File: config.mk
export PLATFORM = sky130hd
export DESIGN_NAME = arsf_top
export DESIGN_NICKNAME = d
export VERILOG_FILES = /design/src/arsf_pkg.sv /design/src/arsf_flag_cell.sv /design/src/arsf_sleep_ctl.sv /design/src/arsf_top.sv
export VERILOG_INCLUDE_DIRS = /design/src /design/src/src
export SDC_FILE = /design/constraint.sdc
export NUM_CORES = 1
export LEC_CHECK = 0
export ABC_CLOCK_PERIOD_IN_PS = 2500
export BUFFER_PORTS_ARGS = -buffer_cell sky130_fd_sc_hd__buf_2
export CAP_MARGIN = 25
export CORE_MARGIN = 1
export CORE_UTILIZATION = 45
export DETAILED_ROUTE_END_ITERATION = 8
export PLACE_DENSITY_LB_ADDON = 0.08
export SYNTH_ARGS = -nofsm -noshare
export SYNTH_HDL_FRONTEND = slang
export SYNTH_HIERARCHICAL = 1
export SYNTH_SLANG_ARGS = --single-unit
export TNS_END_PERCENT = 10
File: constraint.sdc
create_clock -name sys_clk -period 2.5 [get_ports sys_clk]
set_clock_uncertainty 0.2 [all_clocks]
set_input_delay 0.125 -clock sys_clk [delete_from_list [all_inputs] [get_ports sys_clk]]
set_output_delay 0.125 -clock sys_clk [all_outputs]
set_load 0.01 [all_outputs]
File: src/arsf_defines.svh
// constants of the converter result and status flag block
`ifndef ARSF_DEFINES_SVH
`define ARSF_DEFINES_SVH

// ------------------------------------------------------------
// sizes
// ------------------------------------------------------------
`define ARSF_NCH            4
`define ARSF_CW             2
`define ARSF_DW             10
`define ARSF_AW             8
`define ARSF_BW             32

// ------------------------------------------------------------
// register offsets (byte addresses)
// ------------------------------------------------------------
`define ARSF_OFS_CTRL       8'h00
`define ARSF_OFS_MODE       8'h04
`define ARSF_OFS_CHEN       8'h08
`define ARSF_OFS_CHDIS      8'h0C
`define ARSF_OFS_CHSR       8'h10
`define ARSF_OFS_SR         8'h14
`define ARSF_OFS_LAST_RESULT_REG       8'h18
`define ARSF_OFS_CDR0       8'h20
`define ARSF_OFS_CDR_LAST   8'h2C

// ------------------------------------------------------------
// field positions
// ------------------------------------------------------------
`define ARSF_CTRL_START     0
`define ARSF_MODE_SLEEP     0
`define ARSF_MODE_SLPACT    1
`define ARSF_SR_EOC_LSB     0
`define ARSF_SR_CHANNEL_OVERRUN_FLAG_LSB    8
`define ARSF_SR_DATA_READY_FLAG        16
`define ARSF_SR_GENERAL_OVERRUN_FLAG       17
`define ARSF_LAST_RESULT_REG_CH_LSB    12
`define ARSF_WORD_LSB       2

// ------------------------------------------------------------
// reset values
// ------------------------------------------------------------
`define ARSF_RST_CHEN       4'h0
`define ARSF_RST_RESULT     10'h000
`define ARSF_RST_CHAN       2'h0
`define ARSF_RST_WORD       32'h0000_0000

`endif

File: src/arsf_pkg.sv
// types of the converter result and status flag block
`include "arsf_defines.svh"

package arsf_pkg;
  typedef logic [`ARSF_DW-1:0]  arsf_result_t;
  typedef logic [`ARSF_CW-1:0]  arsf_chan_t;
  typedef logic [`ARSF_NCH-1:0] arsf_mask_t;

  typedef enum logic [2:0]
  {
    ARSF_SLP_AWAKE  = 3'b001,
    ARSF_SLP_PEND   = 3'b010,
    ARSF_SLP_ASLEEP = 3'b100
  } arsf_sleep_state_t;
endpackage

File: src/arsf_flag_cell.sv
// sticky flag with set over clear priority
`timescale 1ns/100ps

module arsf_flag_cell
(
  input  wire logic sys_clk,
  input  wire logic arst_n,
  input  wire logic set,
  input  wire logic clr,
  output logic      q
);

  logic next_q;

  // an event in the clearing cycle must survive
  assign next_q = set | (q & ~clr);

  always_ff @(posedge sys_clk or negedge arst_n)
  begin
    if (!arst_n)
      q <= 1'b0;
    else
      q <= next_q;
  end
endmodule

File: src/arsf_sleep_ctl.sv
// deferred sleep entry after the next finished conversion
`timescale 1ns/100ps

module arsf_sleep_ctl
(
  input  wire logic sys_clk,
  input  wire logic arst_n,
  input  wire logic sleep_req,
  input  wire logic conv_done,
  output logic      sleep_active
);

  arsf_pkg::arsf_sleep_state_t state;
  arsf_pkg::arsf_sleep_state_t next_state;
  logic                        next_sleep_active;

  // ------------------------------------------------------------
  // state machine
  // ------------------------------------------------------------
  // an idle converter never sleeps at once: wait for a finished conversion
  always_comb
  begin
    next_state = state;
    unique case (state)
      arsf_pkg::ARSF_SLP_AWAKE:
        if (sleep_req)
          next_state = arsf_pkg::ARSF_SLP_PEND;
      arsf_pkg::ARSF_SLP_PEND:
        if (!sleep_req)
          next_state = arsf_pkg::ARSF_SLP_AWAKE;
        else if (conv_done)
          next_state = arsf_pkg::ARSF_SLP_ASLEEP;
      arsf_pkg::ARSF_SLP_ASLEEP:
        if (!sleep_req)
          next_state = arsf_pkg::ARSF_SLP_AWAKE;
      default:
        next_state = arsf_pkg::ARSF_SLP_AWAKE;
    endcase
  end

  assign next_sleep_active = (next_state == arsf_pkg::ARSF_SLP_ASLEEP);

  always_ff @(posedge sys_clk or negedge arst_n)
  begin
    if (!arst_n)
    begin
      state        <= arsf_pkg::ARSF_SLP_AWAKE;
      sleep_active <= 1'b0;
    end
    else
    begin
      state        <= next_state;
      sleep_active <= next_sleep_active;
    end
  end
endmodule

File: src/arsf_top.sv
// converter result registers and status flags behind a plain register port
//
// Our own choices: the register offsets and strobed register access.
`timescale 1ns/100ps
`include "arsf_defines.svh"

module arsf_top
(
  input  wire logic                    sys_clk,
  input  wire logic                    arst_n,
  input  wire logic [`ARSF_AW-1:0]     addr,
  input  wire logic [`ARSF_BW-1:0]     wr_data,
  input  wire logic                    wr_en,
  input  wire logic                    rd_en,
  output logic      [`ARSF_BW-1:0]     rd_data,
  input  wire logic                    core_eoc,
  input  wire arsf_pkg::arsf_chan_t    core_chan,
  input  wire arsf_pkg::arsf_result_t  core_data,
  output logic                         conv_start,
  output arsf_pkg::arsf_mask_t         chan_en,
  output logic                         conv_sleep
);

  // ------------------------------------------------------------
  // address decode
  // ------------------------------------------------------------
  function automatic logic is_cdr(input logic [`ARSF_AW-1:0] a);
    return (a >= `ARSF_OFS_CDR0) && (a <= `ARSF_OFS_CDR_LAST)
           && (a[`ARSF_WORD_LSB-1:0] == 2'h0);
  endfunction

  function automatic arsf_pkg::arsf_chan_t cdr_index(input logic [`ARSF_AW-1:0] a);
    logic [`ARSF_AW-1:0] d;
    d = a - `ARSF_OFS_CDR0;
    return d[`ARSF_CW+`ARSF_WORD_LSB-1:`ARSF_WORD_LSB];
  endfunction

  logic                  wr_ctrl;
  logic                  wr_mode;
  logic                  wr_chen;
  logic                  wr_chdis;
  logic                  rd_sr;
  logic                  rd_last_result_reg;
  logic                  rd_cdr_any;
  arsf_pkg::arsf_chan_t  cdr_sel;
  arsf_pkg::arsf_mask_t  rd_cdr;

  assign wr_ctrl    = wr_en && (addr == `ARSF_OFS_CTRL);
  assign wr_mode    = wr_en && (addr == `ARSF_OFS_MODE);
  assign wr_chen    = wr_en && (addr == `ARSF_OFS_CHEN);
  assign wr_chdis   = wr_en && (addr == `ARSF_OFS_CHDIS);
  assign rd_sr      = rd_en && (addr == `ARSF_OFS_SR);
  assign rd_last_result_reg    = rd_en && (addr == `ARSF_OFS_LAST_RESULT_REG);
  assign rd_cdr_any = rd_en && is_cdr(addr);
  assign cdr_sel    = cdr_index(addr);
  assign rd_cdr     = rd_cdr_any ? arsf_pkg::arsf_mask_t'(1) << cdr_sel : '0;

  // ------------------------------------------------------------
  // control and channel enables
  // ------------------------------------------------------------
  logic                  sleep_req;
  logic                  next_sleep_req;
  logic                  next_conv_start;
  arsf_pkg::arsf_mask_t  en_now;
  arsf_pkg::arsf_mask_t  dis_now;
  arsf_pkg::arsf_mask_t  chan_en_eff;
  arsf_pkg::arsf_mask_t  next_chan_en;

  assign en_now          = wr_chen ? wr_data[`ARSF_NCH-1:0] : '0;
  assign dis_now         = wr_chdis ? wr_data[`ARSF_NCH-1:0] : '0;
  // a disable in the completion cycle already hides that channel
  assign chan_en_eff     = chan_en & ~dis_now;
  assign next_chan_en    = (chan_en | en_now) & ~dis_now;
  assign next_conv_start = wr_ctrl && wr_data[`ARSF_CTRL_START];
  assign next_sleep_req  = wr_mode ? wr_data[`ARSF_MODE_SLEEP] : sleep_req;

  always_ff @(posedge sys_clk or negedge arst_n)
  begin
    if (!arst_n)
    begin
      chan_en    <= `ARSF_RST_CHEN;
      conv_start <= 1'b0;
      sleep_req  <= 1'b0;
    end
    else
    begin
      chan_en    <= next_chan_en;
      conv_start <= next_conv_start;
      sleep_req  <= next_sleep_req;
    end
  end

  // ------------------------------------------------------------
  // result storage
  // ------------------------------------------------------------
  logic                   eoc_evt;
  arsf_pkg::arsf_result_t chan_result [`ARSF_NCH];
  arsf_pkg::arsf_result_t last_data;
  arsf_pkg::arsf_chan_t   last_ch;

  // completions of a disabled channel store nothing and raise no flag; sleep entry still counts them
  assign eoc_evt = core_eoc && chan_en_eff[core_chan];

  always_ff @(posedge sys_clk or negedge arst_n)
  begin
    if (!arst_n)
    begin
      for (int i = 0; i < `ARSF_NCH; i++)
        chan_result[i] <= `ARSF_RST_RESULT;
      last_data <= `ARSF_RST_RESULT;
      last_ch   <= `ARSF_RST_CHAN;
    end
    else if (eoc_evt)
    begin
      chan_result[core_chan] <= core_data;
      last_data              <= core_data;
      last_ch                <= core_chan;
    end
  end

  // ------------------------------------------------------------
  // status flags
  // ------------------------------------------------------------
  arsf_pkg::arsf_mask_t eoc_q;
  arsf_pkg::arsf_mask_t eoc_set;
  arsf_pkg::arsf_mask_t eoc_clr;
  arsf_pkg::arsf_mask_t channel_overrun_flag_q;
  arsf_pkg::arsf_mask_t channel_overrun_flag_set;
  arsf_pkg::arsf_mask_t channel_overrun_flag_clr;
  logic                 data_ready_flag_q;
  logic                 general_overrun_flag_q;
  logic                 general_overrun_flag_set;

  genvar g;
  generate
    for (g = 0; g < `ARSF_NCH; g++)
    begin : g_chan
      assign eoc_set[g]  = eoc_evt && (core_chan == arsf_pkg::arsf_chan_t'(g));
      // last-result read clears the channel that owns the held result
      assign eoc_clr[g]  = rd_cdr[g]
                           || (rd_last_result_reg && (last_ch == arsf_pkg::arsf_chan_t'(g)));
      assign channel_overrun_flag_set[g] = eoc_set[g] && eoc_q[g];
      // uses the done flag before this edge, so a coinciding completion cannot block it
      assign channel_overrun_flag_clr[g] = rd_sr && !eoc_q[g];

      arsf_flag_cell u_eoc
      (
        .sys_clk (sys_clk),
        .arst_n  (arst_n),
        .set     (eoc_set[g]),
        .clr     (eoc_clr[g]),
        .q       (eoc_q[g])
      );

      arsf_flag_cell u_channel_overrun_flag
      (
        .sys_clk (sys_clk),
        .arst_n  (arst_n),
        .set     (channel_overrun_flag_set[g]),
        .clr     (channel_overrun_flag_clr[g]),
        .q       (channel_overrun_flag_q[g])
      );
    end
  endgenerate

  assign general_overrun_flag_set = eoc_evt && data_ready_flag_q;

  // only the last-result read clears data ready
  arsf_flag_cell u_data_ready_flag
  (
    .sys_clk (sys_clk),
    .arst_n  (arst_n),
    .set     (eoc_evt),
    .clr     (rd_last_result_reg),
    .q       (data_ready_flag_q)
  );

  arsf_flag_cell u_general_overrun_flag
  (
    .sys_clk (sys_clk),
    .arst_n  (arst_n),
    .set     (general_overrun_flag_set),
    .clr     (rd_sr),
    .q       (general_overrun_flag_q)
  );

  // ------------------------------------------------------------
  // sleep
  // ------------------------------------------------------------
  arsf_sleep_ctl u_sleep
  (
    .sys_clk      (sys_clk),
    .arst_n       (arst_n),
    .sleep_req    (sleep_req),
    .conv_done    (core_eoc),
    .sleep_active (conv_sleep)
  );

  // ------------------------------------------------------------
  // read data
  // ------------------------------------------------------------
  logic [`ARSF_BW-1:0] mode_word;
  logic [`ARSF_BW-1:0] status_word;
  logic [`ARSF_BW-1:0] last_result_reg_word;
  logic [`ARSF_BW-1:0] cdr_word;
  logic [`ARSF_BW-1:0] rd_word;
  logic [`ARSF_BW-1:0] next_rd_data;

  assign mode_word   = (`ARSF_BW'(sleep_req) << `ARSF_MODE_SLEEP)
                     | (`ARSF_BW'(conv_sleep) << `ARSF_MODE_SLPACT);
  // a status read returns the flags as they stood before its own clears
  assign status_word = (`ARSF_BW'(eoc_q) << `ARSF_SR_EOC_LSB)
                     | (`ARSF_BW'(channel_overrun_flag_q) << `ARSF_SR_CHANNEL_OVERRUN_FLAG_LSB)
                     | (`ARSF_BW'(data_ready_flag_q) << `ARSF_SR_DATA_READY_FLAG)
                     | (`ARSF_BW'(general_overrun_flag_q) << `ARSF_SR_GENERAL_OVERRUN_FLAG);
  assign last_result_reg_word   = `ARSF_BW'(last_data) | (`ARSF_BW'(last_ch) << `ARSF_LAST_RESULT_REG_CH_LSB);
  assign cdr_word    = `ARSF_BW'(chan_result[cdr_sel]);

  assign rd_word = (addr == `ARSF_OFS_MODE) ? mode_word
                 : (addr == `ARSF_OFS_CHSR) ? `ARSF_BW'(chan_en)
                 : (addr == `ARSF_OFS_SR)   ? status_word
                 : (addr == `ARSF_OFS_LAST_RESULT_REG) ? last_result_reg_word
                 : is_cdr(addr)             ? cdr_word
                 : `ARSF_RST_WORD;

  assign next_rd_data = rd_en ? rd_word : `ARSF_RST_WORD;

  always_ff @(posedge sys_clk or negedge arst_n)
  begin
    if (!arst_n)
      rd_data <= `ARSF_RST_WORD;
    else
      rd_data <= next_rd_data;
  end
endmodule

After elaboration in Yosys (flattened, before gate mapping)

Index checks and enable logic that the tools add are counted.

Muxes and demuxes: 22
Eq/ne operators: 16
Order comparisons: 6
Multipliers: 0
$add $sub $neg: 1
Reductions and logical operators: 41
Div/mod/pow operators: 0
Shift operators: 1
Bitwise logic cells: 41

Operators by type and width:

| cell                                                                                | number |
|---|---|
| 32-bit two-way mux                                                                  | 4 |
| 40-bit bitwise mux                                                                  | 1 |
| 10-bit two-way mux                                                                  | 4 |
| 1-bit logical AND                                                                   | 29 |
| 8-bit by 5-bit equality test with 1-bit output, second input constant               | 3 |
| 10-bit binary-select mux with 2-bit select                                          | 1 |
| 10-bit demux with 2-bit select                                                      | 1 |
| 17-bit by 18-bit bitwise OR with 18-bit output                                      | 1 |
| 12-bit by 17-bit bitwise OR with 17-bit output                                      | 1 |
| 8-bit by 4-bit equality test with 1-bit output, second input constant               | 2 |
| 14-bit two-way mux                                                                  | 1 |
| 10-bit by 14-bit bitwise OR with 14-bit output                                      | 1 |
| 3-bit two-way mux                                                                   | 4 |
| 4-bit two-way mux                                                                   | 3 |
| 4-bit by 12-bit bitwise OR with 12-bit output                                       | 1 |
| 1-bit bitwise AND                                                                   | 10 |
| 1-bit inverter                                                                      | 10 |
| 1-bit bitwise OR                                                                    | 10 |
| 3-bit case mux with 3 select lines                                                  | 1 |
| 4-bit bitwise AND                                                                   | 2 |
| 2-bit equality test, second input constant                                          | 4 |
| 8-bit by 3-bit equality test with 1-bit output, second input constant               | 1 |
| 8-bit by 6-bit greater-or-equal comparator with 1-bit output, second input constant | 1 |
| 8-bit by 6-bit less-or-equal comparator with 1-bit output, second input constant    | 1 |
| 19 further kinds                                                                    | 31 |

Bits in writable memories: 0
Bits in latches: 0
Logic and storage cells: 150
Flip-flop bits (word level): 104
Memories: 0
Input port bits: 57
Bits in read-only memories: 0
Output and inout bits: 38

Depth between registers and ports, before layout

Depth after elaboration: 11
Gate-level depth with buffers: 8
Gate-level depth less buffers: 6

By module

Netlist, hierarchy kept.

By module, submodules not included:

| module         | instances | sequential area each (um^2) | cells an instance | area each (um^2) |
|---|---|---|---|---|
| arsf_top       | 1         | 1,851.8                     | 304               | 3,708.6 |
| arsf_flag_cell | 10        | 25.0                        | 3                 | 36.3 |
| arsf_sleep_ctl | 1         | 101.3                       | 16                | 182.7 |

Worst setup path after synthesis

No wires, ideal clock.

Path kind: register to register
From: register chan_en[1]
To: register last_data[1]
Arrival time: 1.623 ns
Path buffers: 1
Stages on the path, launching flop included: 5
Clock period less this slack: 1.948 ns
Setup slack: 0.552 ns
Data required time: 2.175 ns
Library setup time: 0.125 ns
Cell sequence: dfrtp_1 mux4_2 nand3_1 buf_2 mux2_2

Word-level cells in the longest chain between the ends: 4

RTL lines:

| item                                      | line            | source |
|---|---|---|
| from (decl)                               | arsf_top.sv:20  | `output arsf_pkg::arsf_mask_t chan_en,` |
| from (signal assigned)                    | arsf_top.sv:81  | `` chan_en <= `ARSF_RST_CHEN; `` |
| from (signal assigned)                    | arsf_top.sv:87  | `chan_en <= next_chan_en;` |
| 4-bit bitwise AND                         | arsf_top.sv:72  | `assign chan_en_eff = chan_en & ~dis_now;` |
| 1-bit binary-select mux with 2-bit select | arsf_top.sv:102 | `assign eoc_evt = core_eoc && chan_en_eff[core_chan];` |
| 1-bit two-way mux (not written as such)   | arsf_top.sv:102 |  |
| 1-bit logical AND                         | arsf_top.sv:102 |  |
| to (signal assigned)                      | arsf_top.sv:110 | `` last_data <= `ARSF_RST_RESULT; `` |
| to (signal assigned)                      | arsf_top.sv:116 | `last_data <= core_data;` |
| to (decl)                                 | arsf_top.sv:98  | `arsf_pkg::arsf_result_t last_data;` |

No other way between the ends. The select of a mux whose other input is x is not followed.
A chain may end at the register's enable or synchronous reset.

Worst setup path in the final report

From: input addr[7]
To: register g_chan[3].u_eoc.q

Elaborated cells between the ends (all ways): 22
Those cells by class: order compare (2); eq/ne (2); mux (4); bitwise (5); reduce/logical (9)

RTL lines:

| item                                                                                                                                                              | line                 | source |
|---|---|---|
| from (decl)                                                                                                                                                       | arsf_top.sv:11       | `` input wire logic [`ARSF_AW-1:0] addr, `` |
| 8-bit by 6-bit greater-or-equal comparator with 1-bit output (no source line) / 8-bit by 6-bit less-or-equal comparator with 1-bit output (equally long branches) | n/a                  |  |
| 1-bit logical AND (2 in series)                                                                                                                                   | arsf_top.sv:28       | `` return (a >= `ARSF_OFS_CDR0) && (a <= `ARSF_OFS_CDR_LAST) `` |
| 1-bit logical AND                                                                                                                                                 | arsf_top.sv:54       | `assign rd_cdr_any = rd_en && is_cdr(addr);` |
| 4-bit two-way mux                                                                                                                                                 | arsf_top.sv:56       | `assign rd_cdr = rd_cdr_any ? arsf_pkg::arsf_mask_t'(1) << cdr_sel : '0;` |
| 1-bit logical OR (*)                                                                                                                                              | arsf_top.sv:141      | `\|\| (rd_last_result_reg && (last_ch == arsf_pkg::arsf_chan_t'(g)));` |
| via eoc_clr[3]                                                                                                                                                    | arsf_top.sv:126      | `arsf_pkg::arsf_mask_t eoc_clr;` |
| 1-bit inverter (*)                                                                                                                                                | arsf_flag_cell.sv:16 | `assign next_q = set \| (q & ~clr);` |
| 1-bit bitwise AND (*)                                                                                                                                             | arsf_flag_cell.sv:16 |  |
| 1-bit bitwise OR (*)                                                                                                                                              | arsf_flag_cell.sv:16 |  |
| via g_chan[3].u_eoc.next_q                                                                                                                                        | arsf_flag_cell.sv:13 | `logic next_q;` |
| to (signal assigned)                                                                                                                                              | arsf_flag_cell.sv:23 | `q <= next_q;` |
| to (decl)                                                                                                                                                         | arsf_flag_cell.sv:10 | `output logic q` |

Mark *: on every way through the listed nets, which the timed path passes. The rest lies on a longest branch. The select of a mux whose other input is x is not followed.

==> reports/metrics.cfg <==
[placed_design]
pre_cts_slack_ns = 0.390
gp_congestion = 0.803
place_inst = 514
dp_hpwl_um = 6520
portBuffers = 50

[power_and_ir_drop]
p_leak_nw = 2.33
ir_drop_mv = 0.375
power_density_mw_per_mm2 = 591

[global_routing]
grt_max_degree = 53
grt_usage = 0.205
grt_pass1_vias = 2937
antenna_found_initial = 0
overflow = 0
grt_pass1_wl_um = 15200

[yosys]
syn_area_sq_mm = 0.00425
netlist_instances = 350
seq_area_frac_synth = 0.518
synthArstFlopShare = 1.00
synth_area_per_cell_sq_um = 12.2
synth_edf_count = 0
synth_warnings = 6
synth_flop_cell = dfrtp_1
synth-seq-cells = 88
yosysUniqueCellTypes = 48

[worst_setup_path]
r2r_setup_slack_ns = 0.52
cp-endpoint = g_chan[3].u_eoc/q$_DFF_PN0_
crit_path_start = addr[7]
crit_path_start_kind = input port
cp_max_fo = 8
critPathRequiredTime_ns = 2.55
reg2reg_depth = 4
endpoint_kind = register
r2r_end = last_data[4]$_DFFE_PN0P_
path_class = input port to register
timing.rr.start = chan_en[1]$_DFF_PN0_
cp_data_arrival_time_ns = 2.31

[route]
drtPass1Iterations = 4
route.detailed.drc = 0
wl_um = 9420
drt_iter0_drc = 150
wl_per_cell_um = 17.1
vias_per_cell = 5.41
ant_nets = 0
vias = 2975

[floorplan]
initial_utilization = 0.463
io_pins = 95
dieArea_sq_mm = 0.00985
die_x_um = 99.2
rows = 35
die_height_um = 99.2
coreArea_sq_mm = 0.00920

[timing]
finalSetupTns_ns = 0
drv_slew = 0
hold_viol = 0
fin_crit_ns = 2.26
max_freq_ghz = 0.442
layout_setup_ws_ns = 0.235
fin_crit_sh = 0.906
relSlewSlack = 0.550
rsz0062_at_grt = false
finalSetupViolCount = 0
tightest_slew_ns = 0.675

[cells_and_area]
layout-drive-gt1-share = 0.360
n_antenna_cell = 0
syn_to_final_growth_pct = 18.9
finalNonFillerCells = 550
final_nets = 492

[clock_network]
cts_resized = 0
postCtsHoldBufs = 21
clk_latency_ns = 0.35
cts_setup_buffers = 0
tritoncts = done
cts-root-buf = clkbuf_8
htreeDepth = 3
cts_inserted_buffers = 9
cts.sinks = 88
clockBufferDepth = 2
path_clk_slew_ns = 0.09

[run_status]
outcome = completed

[worst_hold_path]
worstHoldPathType = input port to register

[flow_run]
cap_violations = 0

final cells by class:
type                            count  area [sq um]
Tap cell                          111           139
Clock inverter                      6          45.0
Multi-Input combinational cell    216          1810
Timing Repair Buffer               91           626
Inverter                           29           109
Clock buffer                        9           124
Fill cell                         795          4140
Sequential cell                    88          2200
power by group:
group          leakage [nW]  switching, W  internal, W  total (W)
registers              1.04     0.0000774      0.00157    0.00165
clock network        0.0777      0.000524     0.000359   0.000883
logic                  1.21      0.000198     0.000257   0.000454
layout by cell type, fill, tap and decap left out, drive strengths merged, types with 3 or more instances in the layout:
master	netlist	final
a32oi	3	3
buf	29	70
mux2i	4	4
mux4	12	12
a21o	10	10
inv	29	30
and2	7	7
clkinvlp	0	3
nand3b	5	5
nand4	5	5
o21ai	7	7
dlygate4sd3	0	21
nor2b	6	6
nor2	22	22
a21oi	9	9
nand2	8	8
dfrtp	87	87
nand2b	8	8
nand3	5	5
conb	1	16
mux2	53	53
clkbuf	3	9
a22oi	7	7
nor4	3	3
per-layer routing:
layer / wire [um] / vias to the layer above / track usage
li1: - / 1377 / -
met1: 4460 / 1513 / 0.275
met2: 4500 / 71 / 0.333
met3: 274 / 14 / 0.0295
met4: 187 / 0 / 0.0916
met5: 0 / - / 0
synth_stat cells (7+ instances only):
| master | count | area [sq um] |
|---|---|---|
| buf_2 | 10 | 50.1 |
| a21oi_1 | 8 | 40.0 |
| inv_1 | 29 | 109 |
| nand2_1 | 8 | 30.0 |
| a22oi_1 | 7 | 52.6 |
| nand2b_1 | 8 | 50.1 |
| dfrtp_1 | 87 | 2180 |
| a21o_1 | 10 | 75.1 |
| mux4_2 | 12 | 270 |
| mux2_2 | 53 | 597 |
| and2_1 | 7 | 43.8 |
| buf_4 | 16 | 120 |
| nor2_1 | 22 | 82.6 |
critical path: stages:
cell	delay (ns)
dlygate4sd3_1	0.53
buf_2	0.15
or4_4	0.54
nor3b_2	0.31
buf_4	0.24
a32oi_1	0.07
nor2b_1	0.13
inv_1	0.05
a21o_1	0.16
metrics by stage:
step	cell area (sq um)	power [W]	hold WS, ns	util
after floorplan	4310	0.00197	-0.371	-
after global placement	4680	0.00210	0.00666	0.509
after detailed placement	4680	0.00211	0.0129	0.509
after CTS	5060	0.00303	0.00973	0.550
after global routing	5060	0.00314	0.0456	0.550
final	5060	0.00299	0.0263	0.550
logic make-up after synthesis:
logic type                count (synthesis)  share of synthesized area
DFF                                      88                      0.518
AOI/OAI and AO/OA                        51                     0.0885
other                                     1                   0.000882
muxes                                    69                      0.213
buffers and inverters                    61                     0.0712
and+or+nand+nor                          79                      0.106
xor gates and xnor gates                  1                    0.00206
flip-flops by register name, summed over array words and instances, names as in the netlist:
| signal | flops |
|---|---|
| u_data_ready_flag/q | 1 |
| last_data | 10 |
| u_sleep/sleep_active | 1 |
| chan_result | 40 |
| u_sleep/state | 3 |
| g_chan.u_channel_overrun_flag/q | 4 |
| last_ch | 2 |
| sleep_req | 1 |
| conv_start | 1 |
| rd_data | 16 |
| g_chan.u_eoc/q | 4 |
| chan_en | 4 |
| u_general_overrun_flag/q | 1 |
worst min path at each step:
stage	cells after the start	start	end	slack, ns
floorplan	0	arst_n	chan_en[0]$_DFF_PN0_	-0.37
global placement	1	arst_n	rd_data[7]$_DFF_PN0_	0.007
detailed placement	1	arst_n	rd_data[11]$_DFF_PN0_	0.01
CTS	4	addr[1]	sleep_req$_DFFE_PN0P_	0.01
global route	4	addr[1]	sleep_req$_DFFE_PN0P_	0.05
finish	4	addr[0]	sleep_req$_DFFE_PN0P_	0.03
Note: power is estimated with default switching activity, not from simulation.
